## src/pdhp_pkg.sv

```systemverilog
// Constants, carriers and states for the parallel handshake port.
// Assumes a single 20 MHz system clock and an Avalon-MM slave host bus.
package pdhp_pkg;

  localparam int CLK_NS   = 50;
  localparam int GAP_NS   = 250;
  localparam int GAP_CYC  = (GAP_NS + CLK_NS - 1) / CLK_NS;
  localparam int STEP_NS  = 500;
  localparam int STEP_CYC = STEP_NS / CLK_NS;
  localparam int SYNC_W   = 3;

  ////////////////////////////////////////////////////////////////////////
  // Register map, byte addresses
  localparam logic [4:0] ADDR_CMD  = 5'h00;
  localparam logic [4:0] ADDR_MODE = 5'h04;
  localparam logic [4:0] ADDR_STAT = 5'h08;
  localparam logic [4:0] ADDR_DATA = 5'h0c;
  localparam logic [4:0] ADDR_WCNT = 5'h10;

  localparam int CMD_RST_BIT    = 0;
  localparam int CMD_BRANCH_BIT = 1;
  localparam int CMD_HALT_BIT   = 2;
  localparam int CMD_CLR_BIT    = 3;

  localparam int MODE_IO_BIT = 2;
  localparam int MODE_DC_BIT = 3;
  localparam logic [3:0]  MODE_RST = 4'h3;
  localparam logic [15:0] WCNT_RST = 16'h0001;

  localparam int STAT_RUN_BIT   = 8;
  localparam int STAT_ABORT_BIT = 9;
  localparam int STAT_DONE_BIT  = 10;
  localparam int STAT_FULL_BIT  = 11;

  ////////////////////////////////////////////////////////////////////////
  // Pin carriers, pin levels (negative true)
  typedef struct packed {
    logic ack;
    logic power;
    logic busy;
    logic stop;
    logic spare;
  } pdhp_ctl_s;

  typedef struct packed {
    logic fstb;
    logic step;
    logic eob;
    logic rst;
    logic io;
    logic dc;
  } pdhp_out_s;

  typedef enum logic [3:0] {
    ST_IDLE = 4'h0,
    ST_PWR  = 4'h1,
    ST_BUSY = 4'h2,
    ST_ACK  = 4'h3,
    ST_FILL = 4'h4,
    ST_STEP = 4'h5,
    ST_FSTB = 4'h6,
    ST_DROP = 4'h7,
    ST_END  = 4'h8
  } pdhp_state_e;

endpackage

```

## src/pdhp_port.sv

```systemverilog
// Output handshake sequencer and status path of the parallel port.
// Assumes an Avalon-MM master on MCLK_I and a peripheral on open lines.
//
// Local design decisions: the Avalon-MM slave port and the register addresses.
`timescale 1ns/1ps

module pdhp_port (
  input  wire logic              MCLK_I,
  input  wire logic              RST_N_I,
  input  wire logic [4:0]        AVS_ADDRESS_I,
  input  wire logic              AVS_READ_I,
  input  wire logic              AVS_WRITE_I,
  input  wire logic [3:0]        AVS_BYTEENABLE_I,
  input  wire logic [31:0]       AVS_WRITEDATA_I,
  output logic [31:0]            AVS_READDATA_O,
  output logic                   AVS_WAITREQUEST_O,
  input  wire pdhp_pkg::pdhp_ctl_s CTL_N_I,
  output pdhp_pkg::pdhp_out_s    CTL_N_O,
  output logic [31:0]            DATA_N_O,
  output logic                   DATA_OE_O
);

  logic [pdhp_pkg::SYNC_W-1:0] sync_q [5];
  logic [4:0]                  filt_q;
  logic [4:0]                  raw_n;
  logic                        ack_a;
  logic                        pwr_a;
  logic                        busy_a;
  logic                        stop_a;
  pdhp_pkg::pdhp_state_e       state_q;
  logic [3:0]                  cnt_q;
  logic                        ready;
  logic [1:0]                  idx_q;
  logic [3:0]                  mode_q;
  logic [15:0]                 wcnt_q;
  logic [15:0]                 words_q;
  logic [31:0]                 data_q;
  logic [31:0]                 buf_q;
  logic                        full_q;
  logic                        halt_q;
  logic                        abort_q;
  logic                        done_q;
  logic                        rd_done_q;
  logic                        soft_rst;
  logic                        wr_acc;
  logic                        load_last;
  logic                        rst_line_q;

  function automatic logic [31:0] merge(input logic [31:0] old, input logic [31:0] nw, input logic [3:0] be);
    logic [31:0] r;
    r = old;
    for (int b = 0; b < 4; b++) begin
      if (be[b]) begin
        r[8*b +: 8] = nw[8*b +: 8];
      end
    end
    return r;
  endfunction

  //////////////////////////////////////////////////////////////////////////
  // Input synchronisers; a level counts once stages two and three agree
  assign raw_n = CTL_N_I;

  for (genvar g = 0; g < 5; g++) begin : g_sync
    always_ff @(posedge MCLK_I or negedge RST_N_I) begin
      if (!RST_N_I) begin
        sync_q[g] <= 3'h7;
        filt_q[g] <= 1'b1;
      end else begin
        sync_q[g] <= {sync_q[g][1:0], raw_n[g]};
        if (sync_q[g][1] == sync_q[g][2]) begin
          filt_q[g] <= sync_q[g][2];
        end
      end
    end
  end

  // Low pin means asserted
  assign ack_a  = ~filt_q[4];
  assign pwr_a  = ~filt_q[3];
  assign busy_a = ~filt_q[2];
  assign stop_a = ~filt_q[1];

  //////////////////////////////////////////////////////////////////////////
  // Avalon slave; reads take one wait cycle so read data come from a flop
  assign AVS_WAITREQUEST_O = (AVS_READ_I & ~rd_done_q) |
                             (AVS_WRITE_I & (AVS_ADDRESS_I == pdhp_pkg::ADDR_DATA) & full_q);
  assign wr_acc   = AVS_WRITE_I & ~AVS_WAITREQUEST_O;
  assign soft_rst = wr_acc & (AVS_ADDRESS_I == pdhp_pkg::ADDR_CMD) &
                    AVS_BYTEENABLE_I[0] & AVS_WRITEDATA_I[pdhp_pkg::CMD_RST_BIT];

  always_ff @(posedge MCLK_I or negedge RST_N_I) begin
    if (!RST_N_I) begin
      rd_done_q      <= 1'b0;
      AVS_READDATA_O <= 32'h0000_0000;
    end else begin
      rd_done_q <= AVS_READ_I & ~rd_done_q;
      if (AVS_READ_I & ~rd_done_q) begin
        unique case (AVS_ADDRESS_I)
          pdhp_pkg::ADDR_MODE: AVS_READDATA_O <= {28'h0, mode_q};
          pdhp_pkg::ADDR_STAT: AVS_READDATA_O <= {20'h0, full_q, done_q, abort_q,
                                                  (state_q != pdhp_pkg::ST_IDLE), 3'h0, filt_q};
          pdhp_pkg::ADDR_DATA: AVS_READDATA_O <= data_q;
          pdhp_pkg::ADDR_WCNT: AVS_READDATA_O <= {16'h0, wcnt_q};
          default:             AVS_READDATA_O <= 32'h0000_0000;
        endcase
      end
    end
  end

  always_ff @(posedge MCLK_I or negedge RST_N_I) begin
    if (!RST_N_I) begin
      mode_q <= pdhp_pkg::MODE_RST;
      wcnt_q <= pdhp_pkg::WCNT_RST;
      data_q <= 32'h0000_0000;
    end else if (soft_rst) begin
      mode_q <= pdhp_pkg::MODE_RST;
    end else if (wr_acc) begin
      if (AVS_ADDRESS_I == pdhp_pkg::ADDR_MODE) begin
        mode_q <= AVS_BYTEENABLE_I[0] ? AVS_WRITEDATA_I[3:0] : mode_q;
      end
      if (AVS_ADDRESS_I == pdhp_pkg::ADDR_WCNT) begin
        wcnt_q <= {AVS_BYTEENABLE_I[1] ? AVS_WRITEDATA_I[15:8] : wcnt_q[15:8],
                   AVS_BYTEENABLE_I[0] ? AVS_WRITEDATA_I[7:0] : wcnt_q[7:0]};
      end
      if (AVS_ADDRESS_I == pdhp_pkg::ADDR_DATA) begin
        data_q <= merge(data_q, AVS_WRITEDATA_I, AVS_BYTEENABLE_I);
      end
    end
  end

  // Writes to a full data register stall, so set and clear never meet
  assign load_last = (state_q == pdhp_pkg::ST_FILL) & ready & full_q & (idx_q == 2'h0);

  always_ff @(posedge MCLK_I or negedge RST_N_I) begin
    if (!RST_N_I) begin
      full_q <= 1'b0;
    end else if (soft_rst | load_last) begin
      full_q <= 1'b0;
    end else if (wr_acc & (AVS_ADDRESS_I == pdhp_pkg::ADDR_DATA)) begin
      full_q <= 1'b1;
    end
  end

  //////////////////////////////////////////////////////////////////////////
  // Sticky flags; a hardware set beats a software clear
  always_ff @(posedge MCLK_I or negedge RST_N_I) begin
    if (!RST_N_I) begin
      halt_q  <= 1'b0;
      abort_q <= 1'b0;
      done_q  <= 1'b0;
    end else begin
      if (wr_acc & (AVS_ADDRESS_I == pdhp_pkg::ADDR_CMD) & AVS_BYTEENABLE_I[0] &
          AVS_WRITEDATA_I[pdhp_pkg::CMD_HALT_BIT]) begin
        halt_q <= 1'b1;
      end else if (state_q == pdhp_pkg::ST_IDLE) begin
        halt_q <= 1'b0;
      end
      if ((state_q == pdhp_pkg::ST_PWR) & ready & (~pwr_a | stop_a)) begin
        abort_q <= 1'b1;
      end else if (soft_rst | (wr_acc & (AVS_ADDRESS_I == pdhp_pkg::ADDR_CMD) &
                   AVS_WRITEDATA_I[pdhp_pkg::CMD_CLR_BIT])) begin
        abort_q <= 1'b0;
      end
      if ((state_q == pdhp_pkg::ST_END) & ready) begin
        done_q <= 1'b1;
      end else if (soft_rst | (wr_acc & (AVS_ADDRESS_I == pdhp_pkg::ADDR_CMD) &
                   AVS_WRITEDATA_I[pdhp_pkg::CMD_CLR_BIT])) begin
        done_q <= 1'b0;
      end
    end
  end

  //////////////////////////////////////////////////////////////////////////
  // Output sequencer; cnt_q spaces every step but the start from ST_IDLE by the minimum gap
  assign ready = cnt_q >= 4'(pdhp_pkg::GAP_CYC - 1);

  always_ff @(posedge MCLK_I or negedge RST_N_I) begin
    if (!RST_N_I) begin
      state_q <= pdhp_pkg::ST_IDLE;
      cnt_q   <= 4'h0;
      idx_q   <= 2'h0;
      words_q <= 16'h0000;
      buf_q   <= 32'h0000_0000;
    end else if (soft_rst) begin
      state_q <= pdhp_pkg::ST_IDLE;
      cnt_q   <= 4'h0;
      buf_q   <= 32'h0000_0000;
    end else begin
      cnt_q <= (cnt_q == 4'hf) ? cnt_q : cnt_q + 4'h1;
      unique case (state_q)
        pdhp_pkg::ST_IDLE: begin
          if (wr_acc & (AVS_ADDRESS_I == pdhp_pkg::ADDR_CMD) & AVS_BYTEENABLE_I[0] &
              AVS_WRITEDATA_I[pdhp_pkg::CMD_BRANCH_BIT]) begin
            state_q <= pdhp_pkg::ST_PWR;
            cnt_q   <= 4'h0;
            words_q <= (wcnt_q == 16'h0) ? 16'h0001 : wcnt_q;
          end
        end
        pdhp_pkg::ST_PWR: begin
          if (ready) begin
            state_q <= (~pwr_a | stop_a) ? pdhp_pkg::ST_END : pdhp_pkg::ST_BUSY;
            cnt_q   <= 4'h0;
          end
        end
        pdhp_pkg::ST_BUSY: begin
          if (ready & ~busy_a) begin
            state_q <= pdhp_pkg::ST_ACK;
            cnt_q   <= 4'h0;
          end
        end
        pdhp_pkg::ST_ACK: begin
          if (ready & ~ack_a) begin
            state_q <= pdhp_pkg::ST_FILL;
            cnt_q   <= 4'h0;
            idx_q   <= mode_q[1:0];
          end
        end
        pdhp_pkg::ST_FILL: begin
          if (ready & full_q) begin
            buf_q[8*idx_q +: 8] <= data_q[8*idx_q +: 8];
            cnt_q <= 4'h0;
            if (idx_q == 2'h0) begin
              state_q <= pdhp_pkg::ST_STEP;
            end else begin
              idx_q <= idx_q - 2'h1;
            end
          end
        end
        pdhp_pkg::ST_STEP: begin
          if (cnt_q == 4'(pdhp_pkg::STEP_CYC - 1)) begin
            state_q <= pdhp_pkg::ST_FSTB;
            cnt_q   <= 4'h0;
          end
        end
        pdhp_pkg::ST_FSTB: begin
          if (ready & ack_a) begin
            state_q <= pdhp_pkg::ST_DROP;
            cnt_q   <= 4'h0;
          end
        end
        pdhp_pkg::ST_DROP: begin
          if (ready) begin
            words_q <= words_q - 16'h1;
            state_q <= ((words_q == 16'h1) | halt_q) ? pdhp_pkg::ST_END : pdhp_pkg::ST_PWR;
            cnt_q   <= 4'h0;
          end
        end
        pdhp_pkg::ST_END: begin
          if (ready) begin
            state_q <= pdhp_pkg::ST_IDLE;
          end
        end
        default: begin
          state_q <= pdhp_pkg::ST_IDLE;
        end
      endcase
    end
  end

  // Reset line mirrors the command reset for one gap
  always_ff @(posedge MCLK_I or negedge RST_N_I) begin
    if (!RST_N_I) begin
      rst_line_q <= 1'b1;
    end else begin
      rst_line_q <= soft_rst | (rst_line_q & ~ready);
    end
  end

  //////////////////////////////////////////////////////////////////////////
  // Pin drive, negative true
  assign CTL_N_O.fstb = ~(state_q == pdhp_pkg::ST_FSTB);
  assign CTL_N_O.step = ~(state_q == pdhp_pkg::ST_STEP);
  assign CTL_N_O.eob  = ~(state_q == pdhp_pkg::ST_END);
  assign CTL_N_O.rst  = ~rst_line_q;
  assign CTL_N_O.io   = ~mode_q[pdhp_pkg::MODE_IO_BIT];
  assign CTL_N_O.dc   = ~mode_q[pdhp_pkg::MODE_DC_BIT];
  assign DATA_N_O     = ~buf_q;
  assign DATA_OE_O    = ~mode_q[pdhp_pkg::MODE_IO_BIT];

  //////////////////////////////////////////////////////////////////////////
  // Checks
  logic [3:0] step_len_q;
  always_ff @(posedge MCLK_I or negedge RST_N_I) begin
    if (!RST_N_I) begin
      step_len_q <= 4'h0;
    end else begin
      step_len_q <= !CTL_N_O.step ? step_len_q + 4'h1 : 4'h0;
    end
  end

  chk_step_width: assert property (@(posedge MCLK_I) disable iff (!RST_N_I)
    $rose(CTL_N_O.step) |-> step_len_q == 4'(pdhp_pkg::STEP_CYC)) else $error("step pulse width wrong");
  chk_abort_power: assert property (@(posedge MCLK_I) disable iff (!RST_N_I)
    (state_q == pdhp_pkg::ST_PWR) && ready && !soft_rst && (!pwr_a || stop_a)
    |=> (state_q == pdhp_pkg::ST_END) && abort_q) else $error("no abort on bad power or stop");
  chk_busy_wait: assert property (@(posedge MCLK_I) disable iff (!RST_N_I)
    (state_q == pdhp_pkg::ST_BUSY) && busy_a && !soft_rst |=> state_q == pdhp_pkg::ST_BUSY)
    else $error("busy did not hold the sequence");
  chk_strobe_hold: assert property (@(posedge MCLK_I) disable iff (!RST_N_I)
    !soft_rst && ($rose(CTL_N_O.step) || ((state_q == pdhp_pkg::ST_FSTB) && !ack_a)) |=> !CTL_N_O.fstb)
    else $error("strobe not held after step");
  chk_strobe_drop: assert property (@(posedge MCLK_I) disable iff (!RST_N_I)
    $rose(CTL_N_O.fstb) |-> $past(ack_a)) else $error("strobe dropped without acknowledge");
  chk_step_gap: assert property (@(posedge MCLK_I) disable iff (!RST_N_I)
    (state_q != $past(state_q)) && ($past(state_q) != pdhp_pkg::ST_IDLE) && !$past(soft_rst)
    |-> $past(cnt_q) >= 4'(pdhp_pkg::GAP_CYC - 1)) else $error("sequence steps too close");
  chk_msb_first: assert property (@(posedge MCLK_I) disable iff (!RST_N_I)
    $rose(state_q == pdhp_pkg::ST_FILL) |-> idx_q == mode_q[1:0]) else $error("fill not msb first");
  chk_status_inv: assert property (@(posedge MCLK_I) disable iff (!RST_N_I)
    $past(AVS_READ_I) && $past(AVS_ADDRESS_I) == pdhp_pkg::ADDR_STAT && rd_done_q
    |-> AVS_READDATA_O[4:0] == $past(filt_q)) else $error("status not pin level");
  chk_last_word: assert property (@(posedge MCLK_I) disable iff (!RST_N_I)
    (state_q == pdhp_pkg::ST_DROP) && ready && (words_q == 16'h1) && !soft_rst
    |=> !CTL_N_O.eob ##[1:5] state_q == pdhp_pkg::ST_IDLE) else $error("last word did not terminate");
  chk_reset_idle: assert property (@(posedge MCLK_I) disable iff (!RST_N_I)
    soft_rst |=> (state_q == pdhp_pkg::ST_IDLE) && CTL_N_O.fstb && CTL_N_O.step && CTL_N_O.eob)
    else $error("reset did not idle sequencer");

endmodule

```

## config.mk

```make
export PLATFORM = sky130hd
export DESIGN_NAME = pdhp_port
export DESIGN_NICKNAME = d
export VERILOG_FILES = /design/src/pdhp_pkg.sv /design/src/pdhp_port.sv
export SDC_FILE = /design/constraint.sdc
export NUM_CORES = 1
export LEC_CHECK = 0
export ABC_AREA = 1
export BUFFER_PORTS_ARGS = -buffer_cell sky130_fd_sc_hd__buf_4
export CELL_PAD_IN_SITES_DETAIL_PLACEMENT = 1
export CELL_PAD_IN_SITES_GLOBAL_PLACEMENT = 2
export CORE_MARGIN = 2
export CORE_UTILIZATION = 31
export CTS_CLUSTER_SIZE = 24
export DETAILED_ROUTE_END_ITERATION = 12
export GPL_ROUTABILITY_DRIVEN = 0
export PLACE_DENSITY = 0.77
export SLEW_MARGIN = 20
export SYNTH_ARGS = -nofsm -noshare
export SYNTH_HDL_FRONTEND = slang
export SYNTH_SLANG_ARGS = --single-unit
```

## constraint.sdc

```tcl
create_clock -name MCLK_I -period 2.23 [get_ports MCLK_I]
set_input_delay 0.446 -clock MCLK_I [delete_from_list [all_inputs] [get_ports MCLK_I]]
set_output_delay 0.446 -clock MCLK_I [all_outputs]
set_load 0.01 [all_outputs]
```

# [Word level (Yosys, flattened, before mapping)]
# Index checks and enable logic that the tools add are counted.
[totals] ram_bits=0 output_inout_bits=72 regBits=168 mem_bits_ro=0 latchBits=0 memories=0
[op_classes] reduce_logical=28 n_mul=0 bitwise_logic=41 add_sub_neg=4 n_lt_le_gt_ge=1 shifts=3 muxes=48 div_mod_pow=0 eq_ne=35
[ops] op="$pmux 32 s4" count=1
[ops] op="$mux 4" count=26
[ops] op="$mux 32" count=3
[ops] op="$mux 16" count=3
[ops] op="$pmux 4 s9" count=1
[ops] op="$neg 5->34" count=1
[ops] op="$shift 8x34->32 const A" count=1
[ops] op="$shiftx 8x34->32" count=1
[ops] op="$bwmux 32" count=1
[ops] op="$not 32->32" count=1
[ops] op="$pmux 16 s2" count=1
[ops] op="$shiftx 32x6->8" count=1
[ops] op="$pmux 4 s7" count=1
[ops] op="$reduce_and 4->1" count=7
[ops] op="$and 1x1->1" count=22
[ops] op="$reduce_bool 2->1" count=11
[ops] op="$ne 3x3->1 const B" count=7
[ops] op="$eq 16x1->1 const B" count=1
[ops] op="$eq 4x3->1 const B" count=4
[ops] op="$logic_not 16->1" count=1
[ops] op="$sub 16x1->16 const B" count=1
[ops] op="$eq 4x4->1 const B" count=3
[ops] op="$not 1->1" count=12
[ops] op="$eq 5x4->1 const B" count=2
[ops] op="24 further kinds" count=47

# [Longest topological paths before layout]
[depth] depth_word=12 depth_mapped=12 depth_no_buf=11

# [Worst setup path after synthesis]
# Ideal clock, no wire load.
[synth_timing] path_kind="flip-flop to flip-flop" from="register idx_q[0]" to="register buf_q[0]" setup_ns=0.132 stages_incl_launch_ff=10 t_required_ns=2.098 t_arrival_ns=2.240 setup_slack_ns=-0.143 path_cell_list="dfrtp_1 inv_1 buf_2 buf_1 ha_1 clkbuf_1 clkbuf_1 nand2_1 a21oi_1 nor2_1"
[synth_via] elab_chain_len=6
[synth_rtl] element="start, declared" line_no="pdhp_port.sv:33" rtl="logic [1:0] idx_q;"
[synth_rtl] element="start signal, assigned" line_no="pdhp_port.sv:216" rtl="idx_q <= mode_q[1:0];"
[synth_rtl] element="start signal, assigned" line_no="pdhp_port.sv:226" rtl="idx_q <= idx_q - 2'h1;"
[synth_rtl] element="$shiftx 32x6->8 / $neg 5->34 (equally long branches)" line_no="pdhp_port.sv:221" rtl="buf_q[8*idx_q +: 8] <= data_q[8*idx_q +: 8];"
[synth_rtl] element="$shiftx 8x34->32 / $shift 8x34->32 (equally long branches)" line_no="pdhp_port.sv:221"
[synth_rtl] element="$bwmux 32 *" line_no="pdhp_port.sv:221"
[synth_rtl] element="$mux 32 *" line_no="pdhp_port.sv:220" rtl="if (ready & full_q) begin"
[synth_rtl] element="$mux 32 *" line_no="pdhp_port.sv:191" rtl="unique case (state_q)"
[synth_rtl] element="$mux 32 *" line_no="pdhp_port.sv:185" rtl="end else if (soft_rst) begin"
[synth_rtl] element="end signal, assigned by index" line_no="pdhp_port.sv:221"
[synth_rtl] element="end, declared" line_no="pdhp_port.sv:38" rtl="logic [31:0] buf_q;"
# Mark *: on every way between the ends. The rest lies on a longest branch, timed or not. The select of a mux whose other input is x is not followed.
# A chain may end at the register's enable or synchronous reset.

==> results.tsv <==
metric	value	unit
synth_top_cell_area_share	43.8	%
grt_pass1_vias	7474	
cp-end-kind	output pin	
grt_use_total	19.2	%
syn_to_final_growth	24.0	%
grt_overflow	0	
synth_xor_area_share	0.957	%
htree_levels	4	
slew_violations	0	
synth_nets	1044	
fin_crit	2.10	ns
irDropWorstVdd	0.522	mV
holdPathStages	1	
clock_skew	0.0160	ns
synth_area_leader_cell	dfrtp_1	
ff2ff_path_depth	7	
power.density	991	nW/um^2
p_leak	0.00516	uW
die-area	27900	um^2
synthTopCellsByArea	dfrtp_1 44%, nand2_1 11%, dfstp_2 7.7%, inv_1 5.2%, nor2_1 4.4%	
io_buffers	121	
dr_total_vias	7141	
fin_crit_sh	94.2	%
syn_avg_cell_area	8.35	um^2
cts_made_buffers	17	
routed_via_density	4.87	
synth-adder-area-share	1.82	%
drive_gt1_share	21.5	%
ys_types	43	
drtAntennaViolNets	0	
drt_pass1_iterations	5	
clock_latency	0.43	ns
fmax	476	MHz
num-fill-cells	3160	
core-area	26100	um^2
hold_viol_final	0	
grt_max_degree	46	
whs	0.125	ns
synthSimpleGateAreaFrac	25.1	%
reg2reg_setup_slack	0.30	ns
yosysWarnings	0	
pre_cts_slack	0.117	ns
tightest_slew	0.505	ns
min-delay-start	CTL_N_I[2]	
antenna_found_initial	0	
synth_ff_type	dfrtp_1	
rows	59	
grt_pass1_wl	41800	um
drtIter0Drc	366	
whs_endpoint	sync_q[6]$_DFF_PN1_	
cp_max_fo	4	
cts_root_buf	clkbuf_16	
post_cts_buffers	0	
rr_endpoint	buf_q[31]$_DFFE_PN0P_	
seq_area_frac_synth	51.4	%
die_h	167	um
synth_top_family_by_area	simple AND/OR/NAND/NOR gates	
clockBufferDepth	2	
syn_area	8230	um^2
critPathLaunchType	register	
setup_ws	0.130	ns
cts_tree	done	
drt-wirelength-per-cell	17.8	um
nets	1175	
cts_sinks	168	
die_w	167	um
syn_inst	986	
crit_type	register to output pin	
cts.repair.resized	0	
finalWirelength	26100	um
hp-class	primary input to register	
worstReg2RegStart	idx_q[0]$_DFFE_PN0P_	
cap_violations	0	
fin_setup_tns	0	ns
place_inst	1432	
synth_edf_count	0	
relSlewSlack	66.3	%
initial_core_util	31.6	%
cp.arrival	1.65	ns
async_reset_ff_share	100	%
place_hpwl	19500	um
fin_cells	1465	
cp.required	1.78	ns
diodes	0	
status	completed	
clk_pin_slew_worst_paths	0.07	ns
ioPinCount	122	
muxShareOfSynthArea	0.274	%
ys_seq_elements	168	
drc	0	
synth-compound-area-share	12.8	%
grt_setup_unrepaired	no	
setup_viol	0	
## cells in the mapped netlist (9+ instances only)
cell	n
nand2_1	248
clkbuf_1	11
nor3_1	12
a21oi_1	37
nor2_1	96
nand3_1	53
o31ai_1	9
dfstp_2	24
a22oi_1	26
dfrtp_1	144
o21ai_0	65
buf_2	16
inv_1	113
o21ai_1	33
## per-stage QoR
| stage | area, um^2 | util [%] | power (uW) |
|---|---|---|---|
| after CTS | 10200 | 39.2 | 10200 |
| after floorplan | 8240 | - | 5820 |
| after global routing | 10200 | 39.2 | 10800 |
| final | 10200 | 39.2 | 10100 |
| after detailed placement | 9620 | 36.9 | 7190 |
| after global placement | 9620 | 36.9 | 7130 |
## power by group
part / switching [uW] / total [uW] / internal (uW)
clock: 1420 / 3010 / 1590
combinational: 2070 / 3270 / 1200
sequential: 332 / 3840 / 3510
total: 3810 / 10100 / 6310
## cell families (layout without fill, tap and decap cells)
logic type | Yosys count | after routing
AND/OR/NAND/NOR | 452 | 452
AO/OA/AOI/OAI | 186 | 186
XOR/XNOR | 9 | 9
adder cells (fa/ha/maj) | 13 | 13
multiplexers | 2 | 2
flip-flops | 168 | 168
buffers and inverters | 156 | 300
## how the worst max path moves through the flow
stage,end,startpoint,depth (start not counted)
final,CTL_N_O[5],state_q[3]$_DFFE_PN0P_,5
after global routing,CTL_N_O[5],state_q[3]$_DFFE_PN0P_,5
after CTS,CTL_N_O[5],state_q[3]$_DFFE_PN0P_,5
after detailed placement,words_q[12]$_DFFE_PN0P_,AVS_ADDRESS_I[1],9
after global placement,words_q[14]$_DFFE_PN0P_,AVS_ADDRESS_I[1],9
after floorplan,buf_q[0]$_DFFE_PN0P_,idx_q[0]$_DFFE_PN0P_,9
## cell usage in the layout (no fill, tap or decap), drive strengths merged
cell,n
nor2,107
o2111ai,1
nand2,256
nor4,2
o22ai,7
a22oi,26
ha,8
a21oi,37
dfstp,24
bufinv,1
dfrtp,144
nand4,11
clkbuf,18
nand3b,1
clkinv,2
o21a,1
maj3,5
xor2,8
buf,145
xnor2,1
nor3,14
o211ai,4
nand3,59
clkinvlp,3
dlygate4sd3,1
a22o,3
o21ai,98
inv,130
mux2,2
o31ai,9
or2,2
## layout make-up
class                           count  area (um^2)  area share, %
Inverter                          122          458           4.49
Tap cell                          335          419           4.11
Sequential cell                   168         4230           41.5
Clock inverter                     14          153           1.50
Clock buffer                       18          429           4.20
Multi-Input combinational cell    662         3380           33.1
Timing Repair Buffer              146         1140           11.2
## metal layers
metal / routed length, um / part of all wire [%] / GRT usage (%) / vias to the layer above
met4: 424 / 1.6 / 5.10 / 0
met5: 0 / 0 / 0 / -
met1: 12600 / 48 / 27.1 / 3527
met2: 12000 / 46 / 30.9 / 134
met3: 990 / 3.8 / 2.88 / 21
li1: - / - / - / 3459
## critical path, stage by stage (launching register included)
cell and delay, ns:
dfrtp_1 0.38, inv_1 0.12, nand2_1 0.15, nor3_1 0.28, inv_1 0.14, buf_4 0.17
## what timing repair did
| item | CTS | global route |
|---|---|---|
| hold buffers | 1 | 0 |
| setup endpoints to repair | 0 | 0 |
| hold endpoints to repair | 26 | 0 |
## state kept, by name, indices dropped and copies added (netlist names), 4 cells and up
name and flops:
buf_q 32, words_q 16, cnt_q 4, state_q 4
AVS_READDATA_O 32, data_q 32, sync_q 15, mode_q 4
wcnt_q 16, filt_q 5
(Power assumes the default switching activity.)
